## config.mk

```make
export PLATFORM = sky130hd
export DESIGN_NAME = tcof_event_flags
export DESIGN_NICKNAME = d
export VERILOG_FILES = /design/src/include/tcof_pkg.sv /design/src/logic/tcof_bom_detect.sv /design/src/logic/tcof_sig_change.sv /design/src/logic/tcof_event_flags.sv
export VERILOG_INCLUDE_DIRS = /design/src /design/src/include
export SDC_FILE = /design/constraint.sdc
export NUM_CORES = 1
export LEC_CHECK = 0
export BUFFER_PORTS_ARGS = -buffer_cell sky130_fd_sc_hd__buf_2
export CELL_PAD_IN_SITES_DETAIL_PLACEMENT = 0
export CELL_PAD_IN_SITES_GLOBAL_PLACEMENT = 1
export CORE_MARGIN = 2
export CORE_UTILIZATION = 34
export CTS_CLUSTER_SIZE = 12
export DETAILED_ROUTE_END_ITERATION = 7
export PLACE_DENSITY = 0.71
export SLEW_MARGIN = 20
export SYNTH_ARGS = -nofsm -noshare
export SYNTH_HDL_FRONTEND = slang
export SYNTH_HIERARCHICAL = 1
export SYNTH_SLANG_ARGS = --single-unit
```

## constraint.sdc

```tcl
create_clock -name sys_clk -period 6.4 [get_ports sys_clk]
set_clock_uncertainty 0.15 [all_clocks]
set_input_delay 0.32 -clock sys_clk [delete_from_list [all_inputs] [get_ports sys_clk]]
set_output_delay 0.32 -clock sys_clk [all_outputs]
set_load 0.02 [all_outputs]
```

## src/include/tcof_regs.svh

```systemverilog
// Register offsets, bit positions and timing counts for the T1 counter
// overflow event flags. Included by the package and design files.
`ifndef TCOF_REGS_SVH
`define TCOF_REGS_SVH

`define TCOF_OFF_WRAP_IRQ 5'h1d
`define TCOF_OFF_EVENT_IRQ 5'h1e
`define TCOF_OFF_WRAP_LATCH 5'h1f
`define TCOF_RESET_WORD 8'h00

`define TCOF_CNT_ALL_ONES 8'hff
`define TCOF_CNT_ZERO 8'h00

`define TCOF_BIT_LINK_A 6
`define TCOF_BIT_LINK_B 5
`define TCOF_BIT_LOOP 4
`define TCOF_BIT_ONE_SEC 3
`define TCOF_BIT_FIVE_SEC 2
`define TCOF_BIT_MESSAGE 1
`define TCOF_BIT_SIGNALING 0

`define TCOF_SYS_CLK_KHZ 125000
`define TCOF_LOOP_HOLD_MS 48
`define TCOF_LOOP_HOLD_CYC (`TCOF_LOOP_HOLD_MS * `TCOF_SYS_CLK_KHZ)

`define TCOF_BOM_LEN 14
`define TCOF_BOM_HIST 10
`define TCOF_BOM_ACCEPT 8
`define TCOF_BOM_FLAG 8'hfe
`define TCOF_SIG_DEBOUNCE 2

`endif

```

## src/include/tcof_pkg.sv

```systemverilog
// Types shared by the counter overflow event flag logic.
// Assumes tcof_regs.svh is on the include path.
`include "tcof_regs.svh"

package tcof_pkg;

	typedef enum logic {BOM_HUNT, BOM_TRACK} tcof_bom_state_type;

	typedef logic [7:0] tcof_word_type;

endpackage : tcof_pkg

```

## src/logic/tcof_bom_detect.sv

```systemverilog
// Bit-oriented message detector on the facility data link.
// Assumes link_bit is sampled in the sys_clk domain when link_bit_en is high.
`timescale 1ns/1ps
`include "tcof_regs.svh"

module tcof_bom_detect import tcof_pkg::*; (
	input wire logic sys_clk, // system clock
	input wire logic rst, // synchronous reset
	input wire logic link_bit, // received data link bit
	input wire logic link_bit_en, // bit strobe
	output logic msg_new // pulse: new message accepted
);
	tcof_bom_state_type state_r;
	logic [13:0] sh_r;
	logic [13:0] sh_nxt;
	logic [3:0] pos_r;
	logic [5:0] hist_r [`TCOF_BOM_HIST];
	logic [4:0] acc_r;
	logic acc_valid_r;
	logic hit;
	logic slot;
	logic [3:0] votes;

	assign sh_nxt = {sh_r[12:0], link_bit};
	assign hit = (sh_nxt[13:6] == `TCOF_BOM_FLAG) && !sh_nxt[0];
	// A message position is any hit while hunting, or every 14th bit
	assign slot = link_bit_en && ((state_r == BOM_HUNT) ? hit :
		(pos_r == 4'(`TCOF_BOM_LEN - 1)));

	always_comb begin
		votes = 4'h1;
		for (int k = 0; k < `TCOF_BOM_HIST - 1; k++) begin
			if (hist_r[k] == {1'b1, sh_nxt[5:1]})
				votes = votes + 4'h1;
		end
	end

	always_ff @(posedge sys_clk) begin
		if (rst) begin
			sh_r <= 14'h0000;
			state_r <= BOM_HUNT;
			pos_r <= 4'h0;
		end else if (link_bit_en) begin
			sh_r <= sh_nxt;
			pos_r <= slot ? 4'h0 : pos_r + 4'h1;
			case (state_r)
				BOM_HUNT: if (hit) state_r <= BOM_TRACK;
				BOM_TRACK: if (slot && !hit) state_r <= BOM_HUNT;
				default: state_r <= BOM_HUNT;
			endcase
		end
	end

	// Missing messages push an empty slot so they still count as positions
	always_ff @(posedge sys_clk) begin
		if (rst) begin
			for (int k = 0; k < `TCOF_BOM_HIST; k++)
				hist_r[k] <= 6'h00;
		end else if (slot) begin
			hist_r[0] <= {hit, sh_nxt[5:1]};
			for (int k = 1; k < `TCOF_BOM_HIST; k++)
				hist_r[k] <= hist_r[k-1];
		end
	end

	always_ff @(posedge sys_clk) begin
		if (rst) begin
			acc_r <= 5'h00;
			acc_valid_r <= 1'b0;
			msg_new <= 1'b0;
		end else begin
			msg_new <= 1'b0;
			if (slot && hit && votes >= 4'(`TCOF_BOM_ACCEPT) &&
				(!acc_valid_r || acc_r != sh_nxt[5:1])) begin
				acc_r <= sh_nxt[5:1];
				acc_valid_r <= 1'b1;
				msg_new <= 1'b1;
			end
		end
	end
endmodule : tcof_bom_detect

```

## src/logic/tcof_sig_change.sv

```systemverilog
// Signaling change detector with optional debounce.
// Assumes sig_bits is presented in the sys_clk domain with a sample strobe.
`timescale 1ns/1ps
`include "tcof_regs.svh"

module tcof_sig_change import tcof_pkg::*; (
	input wire logic sys_clk, // system clock
	input wire logic rst, // synchronous reset
	input wire logic [3:0] sig_bits, // received AB or ABCD bits
	input wire logic sig_en, // sample strobe
	input wire logic debounce_en, // require stable repeats
	output logic sig_change // pulse: accepted change
);
	logic [3:0] last_r;
	logic [3:0] cand_r;
	logic [1:0] cnt_r;
	logic take;

	// Debounce trades a sample period of latency for glitch rejection
	assign take = sig_en && (sig_bits != last_r) && (!debounce_en ||
		(sig_bits == cand_r && cnt_r == 2'(`TCOF_SIG_DEBOUNCE - 1)));

	always_ff @(posedge sys_clk) begin
		if (rst) begin
			last_r <= 4'h0;
			cand_r <= 4'h0;
			cnt_r <= 2'h0;
			sig_change <= 1'b0;
		end else begin
			sig_change <= take;
			if (take) begin
				last_r <= sig_bits;
				cnt_r <= 2'h0;
			end else if (sig_en) begin
				cand_r <= sig_bits;
				cnt_r <= (sig_bits == cand_r && sig_bits != last_r) ?
					cnt_r + 2'h1 : 2'h1;
			end
		end
	end
endmodule : tcof_sig_change

```

## src/logic/tcof_event_flags.sv

```systemverilog
// T1 counter overflow interrupt words, event word and overflow latch.
// Assumes counters, flags and line bits all come from the sys_clk domain,
// and that the processor port strobes cpu_rd for one cycle per read.
//
// Operation
// - framing error counter wrap sets word-two bit 7
// - CRC-6 counter wrap sets word-two bit 6
// - out-of-frame counter wrap sets bit 5
// - alignment-change counter wrap sets bit 4
// - bipolar violation counter wrap sets bit 3
// - PRBS error counter wrap sets bit 2
// - PRBS multiframe counter wrap sets bit 1
// - multiframe sync-loss counter wrap sets bit 0
// - bits stay set until their word is read
// - masked sources never raise their word-two or word-three bit
// - first data link controller sets word-three bit 6
// - second data link controller sets bit 5
// - loop code held 48 ms sets bit 4
// - one-second flag rising sets bit 3
// - five-second flag rising sets bit 2
// - new bit-oriented message sets bit 1
// - message accepted after 8 of 10 positions
// - overflow latch records every wrap, read clears
`timescale 1ns/1ps
`include "tcof_regs.svh"

module tcof_event_flags import tcof_pkg::*; #(
	parameter int LOOP_HOLD_CYC = `TCOF_LOOP_HOLD_CYC
) (
	input wire logic sys_clk, // 125 MHz framer clock
	input wire logic rst, // synchronous reset
	input wire logic cpu_rd, // one-cycle read strobe
	input wire logic [4:0] cpu_addr, // register offset
	output logic [7:0] cpu_rdata, // read data
	output logic cpu_rdata_valid, // read data valid pulse
	input wire logic [7:0][7:0] perf_cnt, // counters, index = bit
	input wire logic [7:0] wrap_unmask, // 1 lets word-two bit set
	input wire logic [6:0] event_unmask, // 1 lets word-three bit set
	input wire logic data_link_ctrl_a_irq, // controller A pulse
	input wire logic data_link_ctrl_b_irq, // controller B pulse
	input wire logic rx_line_bit, // received line bit
	input wire logic rx_bit_en, // line bit strobe
	input wire logic one_second_flag, // one-second status
	input wire logic five_second_flag, // five-second status
	input wire logic facility_data_link, // data link bit
	input wire logic facility_data_link_en, // data link bit strobe
	input wire logic [3:0] sig_bits, // received signaling bits
	input wire logic sig_en, // signaling sample strobe
	input wire logic signaling_debounce_enable // debounce on
);
	localparam int LOOP_W = $clog2(LOOP_HOLD_CYC + 1);

	function automatic logic is_wrap(input logic [7:0] prev,
		input logic [7:0] cur);
		is_wrap = (prev == `TCOF_CNT_ALL_ONES) && (cur == `TCOF_CNT_ZERO);
	endfunction : is_wrap

	function automatic logic reads(input logic rd, input logic [4:0] a,
		input logic [4:0] off);
		reads = rd && (a == off);
	endfunction : reads

	tcof_word_type wrap_irq_r;
	tcof_word_type event_irq_r;
	tcof_word_type wrap_latch_r;
	logic [7:0][7:0] prev_cnt_r;
	logic [7:0] wrap_evt;
	logic [6:0] event_evt;
	logic rd_wrap;
	logic rd_event;
	logic rd_latch;

	assign rd_wrap = reads(cpu_rd, cpu_addr, `TCOF_OFF_WRAP_IRQ);
	assign rd_event = reads(cpu_rd, cpu_addr, `TCOF_OFF_EVENT_IRQ);
	assign rd_latch = reads(cpu_rd, cpu_addr, `TCOF_OFF_WRAP_LATCH);

	// Counter wrap detection

	always_ff @(posedge sys_clk) begin
		if (rst)
			prev_cnt_r <= '0;
		else
			prev_cnt_r <= perf_cnt;
	end

	// A counter reset to zero from a value other than all ones is no wrap
	genvar gi;
	generate
		for (gi = 0; gi < 8; gi++) begin : g_wrap
			assign wrap_evt[gi] = is_wrap(prev_cnt_r[gi], perf_cnt[gi]);
		end
	endgenerate

	// Counter overflow interrupt word

	always_ff @(posedge sys_clk) begin
		if (rst)
			wrap_irq_r <= `TCOF_RESET_WORD;
		else
			wrap_irq_r <= (rd_wrap ? `TCOF_RESET_WORD : wrap_irq_r) |
				(wrap_evt & wrap_unmask);
	end

	// Overflow latch ignores the mask: it is a pure record of wraps

	always_ff @(posedge sys_clk) begin
		if (rst)
			wrap_latch_r <= `TCOF_RESET_WORD;
		else
			wrap_latch_r <= (rd_latch ? `TCOF_RESET_WORD : wrap_latch_r) |
				wrap_evt;
	end

	// Second tick edge detection

	logic one_sec_d_r;
	logic five_sec_d_r;
	logic one_sec_rise;
	logic five_sec_rise;

	always_ff @(posedge sys_clk) begin
		if (rst) begin
			one_sec_d_r <= 1'b0;
			five_sec_d_r <= 1'b0;
		end else begin
			one_sec_d_r <= one_second_flag;
			five_sec_d_r <= five_second_flag;
		end
	end

	assign one_sec_rise = one_second_flag && !one_sec_d_r;
	assign five_sec_rise = five_second_flag && !five_sec_d_r;

	// Loop code detection
	// A repeating code matches when the new bit equals the bit one period
	// back and the last period held exactly one mark. All zeros never match.

	logic [4:0] line_hist_r;
	logic up_ok_r;
	logic down_ok_r;
	logic [LOOP_W-1:0] loop_cnt_r;
	logic loop_evt;

	always_ff @(posedge sys_clk) begin
		if (rst) begin
			line_hist_r <= 5'h00;
			up_ok_r <= 1'b0;
			down_ok_r <= 1'b0;
		end else if (rx_bit_en) begin
			line_hist_r <= {line_hist_r[3:0], rx_line_bit};
			up_ok_r <= (rx_line_bit == line_hist_r[4]) &&
				$onehot(line_hist_r);
			down_ok_r <= (rx_line_bit == line_hist_r[2]) &&
				$onehot(line_hist_r[2:0]);
		end
	end

	// The count saturates so a held code raises the flag only once
	always_ff @(posedge sys_clk) begin
		if (rst)
			loop_cnt_r <= '0;
		else if (!(up_ok_r || down_ok_r))
			loop_cnt_r <= '0;
		else if (loop_cnt_r != LOOP_W'(LOOP_HOLD_CYC))
			loop_cnt_r <= loop_cnt_r + 1'b1;
	end

	assign loop_evt = (loop_cnt_r == LOOP_W'(LOOP_HOLD_CYC - 1)) &&
		(up_ok_r || down_ok_r);

	// Message and signaling sub-detectors

	logic msg_new;
	logic sig_change;

	tcof_bom_detect u_bom (
		.sys_clk(sys_clk),
		.rst(rst),
		.link_bit(facility_data_link),
		.link_bit_en(facility_data_link_en),
		.msg_new(msg_new)
	);

	tcof_sig_change u_sig (
		.sys_clk(sys_clk),
		.rst(rst),
		.sig_bits(sig_bits),
		.sig_en(sig_en),
		.debounce_en(signaling_debounce_enable),
		.sig_change(sig_change)
	);

	// Link and event interrupt word

	always_comb begin
		event_evt = 7'h00;
		event_evt[`TCOF_BIT_LINK_A] = data_link_ctrl_a_irq;
		event_evt[`TCOF_BIT_LINK_B] = data_link_ctrl_b_irq;
		event_evt[`TCOF_BIT_LOOP] = loop_evt;
		event_evt[`TCOF_BIT_ONE_SEC] = one_sec_rise;
		event_evt[`TCOF_BIT_FIVE_SEC] = five_sec_rise;
		event_evt[`TCOF_BIT_MESSAGE] = msg_new;
		event_evt[`TCOF_BIT_SIGNALING] = sig_change;
	end

	// Bit 7 is unused and reads as zero
	always_ff @(posedge sys_clk) begin
		if (rst)
			event_irq_r <= `TCOF_RESET_WORD;
		else
			event_irq_r <= (rd_event ? `TCOF_RESET_WORD : event_irq_r) |
				{1'b0, event_evt & event_unmask};
	end

	// Processor read port
	// Data shows the word as it stood before the clearing edge.

	always_ff @(posedge sys_clk) begin
		if (rst) begin
			cpu_rdata <= `TCOF_RESET_WORD;
			cpu_rdata_valid <= 1'b0;
		end else begin
			cpu_rdata_valid <= cpu_rd;
			if (rd_wrap)
				cpu_rdata <= wrap_irq_r;
			else if (rd_event)
				cpu_rdata <= event_irq_r;
			else if (rd_latch)
				cpu_rdata <= wrap_latch_r;
			else
				cpu_rdata <= `TCOF_RESET_WORD;
		end
	end

	generate
		for (gi = 0; gi < 8; gi++) begin : g_chk

		end
	endgenerate

	generate
		for (gi = 0; gi < 7; gi++) begin : g_evt_chk

		end
	endgenerate
endmodule : tcof_event_flags

```

==> qor.yml <==
status:
  status: "finished, final reports clean"
worst_setup_path:
  path_class: "reg -> reg"
  crit_buf_inv: 2
  worstSetupEndpointType: "flop"
  cp-start-kind: "flop"
  cpPeakStageDelay_ns: 0.61
  critPathTopFamily: "simple AND/OR/NAND/NOR gates"
  cpMostUsedCell: "ha_1"
  slowest_stage: "or4_1"
  worstPathCellList: "xor2_1 > nor4_1 > nand3_1 > fa_1 > o21ai_0 > nand2_1 > ha_1 > nand3b_1 > o21a_1 > ha_1 > mux2_2 > nand2_1 > inv_1 > ha_1 > nor2_1 > a21oi_1 > ha_1 > xnor3_1 > nor4b_1 > buf_4 > or4_1 > nand3_1 > a21oi_1"
  crit_required_ns: 6.62
  critical_path_peak_fanout: 9
  crit_arrival_ns: 6.08
routing:
  viasPerCell: 4.86
  drtIter0Drc: 420
  ant_nets: 0
  wirelength_um: 21900
  vias: 7395
  drcViolationCount: 0
  wl_per_cell_um: 14.4
  firstDrtPassIters: 6
clocking:
  cts_buffers: 25
  clk_pin_slew_worst_paths_ns: 0.06
  cts_tree: "yes"
  insertion_delay_ns: 0.53
  cts_sinks: 218
  clock_tree.buffer_depth: 3
  cts_root_buf: "clkbuf_16"
  cts.htree.levels: 1
place:
  port_buffers: 109
  post-place-ws_ns: 0.593
  routabilityCongestion: 0.767
  dp_hpwl_um: 14400
cells_and_area:
  final_cell_mix: "dfxtp_1, buf_2, dlygate4sd3_1"
  layout.nets: 1243
  drive_gt1_frac: 0.157
  final_common_cell: "dfxtp_1"
  syn2layout_area_growth_pct: 28.0
power_and_ir_drop:
  p_leak_nw: 4.82
  power_density_nw_per_um2: 254
  power_mw: 3.11
  swShare: 0.223
  p_comb_frac: 0.074
  p_int_mw: 2.41
  p_switching_uw: 693
  pwr-share-seq: 0.478
  peakVddDrop_v: 0.000195
  pwr-share-clk: 0.448
floorplanning:
  fp.dieW_um: 172
  ioPinCount: 110
  core_um2: 27700
  placementRows: 61
  start_util: 0.344
  die-area_um2: 29400
  fp.dieH_um: 172
synthesis:
  ys_seq_elements: 218
  synth_ff_type: "dfxtp_1"
  yosysTopAreaCellShare: 0.344
  synth_nets: 1046
  syn_avg_cell_area_um2: 10.3
  synth_area_leaders: "dfxtp_1, edfxtp_1, xor2_1, nor2b_1, nor2_1"
  syn-cell-area_um2: 9540
  ys_types: 74
  synth_top_cell_by_area: "dfxtp_1"
  synth-seq-area-share: 0.514
  syn-instance-count: 928
  synth_edf_count: 54
  synth.yosys.warnings: 6
  async_flop_share: 0
grt:
  grt_max_degree: 75
  grt_pass1_vias: 7331
  grt_use_total: 0.148
  grt_first_pass_wirelength_um: 35700
  antenna_found_initial: 0
  gr-total-overflow: 0
timing:
  holdWs_ns: 0.0467
  setup_viol: 0
  rsz0062_at_grt: "false"
  report.final.hold_viol_count: 0
  relSlewSlack: 0.379
  tightest_slew_ns: 0.924
  clock.fmax_mhz: 171
  fin_setup_tns_ns: 0
  fin_crit_ns: 5.86
  period_share: 0.915
  worst_slack_ns: 0.543
  final_max_slew_viol_count: 0
worst_hold_path:
  hold_path.class: "in -> reg"
run:
  max_cap_viol_count: 0
==> worst min-delay path: stages <==
cell	delay (ns)
buf_2	0.09
nand2_1	0.07
nor2_1	0.05
a21oi_1	0.11
nor2_1	0.04
==> per-layer routing <==
metal / track usage / vias to the layer above / routed length, um
met5: 0 / - / 0
met4: 0.0468 / 0 / 544
met3: 0.0297 / 39 / 862
met2: 0.258 / 126 / 10600
met1: 0.185 / 3496 / 9900
li1: - / 3734 / -
==> cell type report <==
| class | count | area [um2] |
|---|---|---|
| Fill cell | 2645 | 15500 |
| Sequential cell | 218 | 4900 |
| Multi-Input combinational cell | 642 | 4380 |
| Timing Repair Buffer | 212 | 1550 |
| Clock buffer | 33 | 686 |
| Tap cell | 378 | 473 |
| Clock inverter | 11 | 124 |
| Inverter | 26 | 97.6 |
| Antenna cell | 1 | 2.50 |
==> sequential cells by signal (all words and copies together), names as in the netlist, 4 cells and up <==
| register | count |
|---|---|
| prev_cnt_r | 64 |
| u_bom/hist_r | 54 |
| loop_cnt_r | 23 |
| u_bom/sh_r | 13 |
| cpu_rdata | 8 |
| wrap_irq_r | 8 |
| wrap_latch_r | 8 |
| event_irq_r | 7 |
| line_hist_r | 5 |
| u_bom/acc_r | 5 |
| u_bom/pos_r | 4 |
| u_sig/cand_r | 4 |
| u_sig/last_r | 4 |
==> power groups by stage <==
stage	sequential [mW]	combinational, mW	clock [mW]
finish	1.49	0.229	1.39
global route	1.49	0.254	1.50
CTS	1.49	0.229	1.44
detailed placement	1.52	0.185	0
global placement	1.51	0.184	0
floorplan	1.51	0.118	0
==> worst paths after layout <==
path,startpoint,end,slack (ns),cells after the start
max,u_bom/sh_r[2]$_SDFFE_PP0P_,u_bom/acc_r[4]$_SDFFE_PP0P_,0.54,23
min,event_unmask[3],event_irq_r[3]$_SDFF_PP0_,0.05,5
max reg2reg,u_bom/sh_r[2]$_SDFFE_PP0P_,u_bom/acc_r[4]$_SDFFE_PP0P_,0.54,23
min reg2reg,wrap_irq_r[2]$_SDFF_PP0_,wrap_irq_r[2]$_SDFF_PP0_,0.30,2
==> synthesized netlist by cell type (all sizes together) (2+ instances only) <==
cell type  instances
mux2               2
ha                13
o211a              2
o31ai              5
a22oi              5
a221oi             8
xnor2             32
nand3b             2
a41o               4
nand2             31
nand4b             2
xor2              50
o41ai              3
nand2b            10
buf               11
a21oi             29
or4                4
nor4              33
a31o               2
o21ai             14
nor3              20
nor2b             68
nor2              88
a31oi              7
edfxtp            54
and4               5
nand4             43
nand3             26
inv               26
fa                 4
and3              41
clkbuf            31
nor4b              4
o41a               2
dfxtp            164
or3                4
mux2i             24
a32oi             11
and2              24
==> stage by stage <==
stage | cells | area (um2) | utilization
after floorplan | 928 | 9540 | -
after global placement | 1385 | 10500 | 0.378
after detailed placement | 1385 | 10500 | 0.378
after CTS | 1520 | 12200 | 0.440
after global routing | 1520 | 12200 | 0.441
final | 1521 | 12200 | 0.441
==> kinds of logic after synthesis <==
family / count (synthesis) / synth area share
adder cells (fa/ha/maj): 17 / 0.0254
buffers and inverters: 68 / 0.0285
multiplexers: 26 / 0.0279
flip-flops: 218 / 0.514
AO/OA/AOI/OAI: 106 / 0.0854
XOR/XNOR: 83 / 0.0784
AND/OR/NAND/NOR: 410 / 0.240
==> timing repair <==
| item | in CTS | in global routing |
|---|---|---|
| hold endpoints to repair | 93 | 0 |
| resized for setup | 0 | 1 |
| endpoints found under the setup margin | 0 | 5 |
| setup buffers | 0 | 0 |
| hold buffers | 91 | 0 |
No activity file was read; power rests on OpenSTA's default activity.
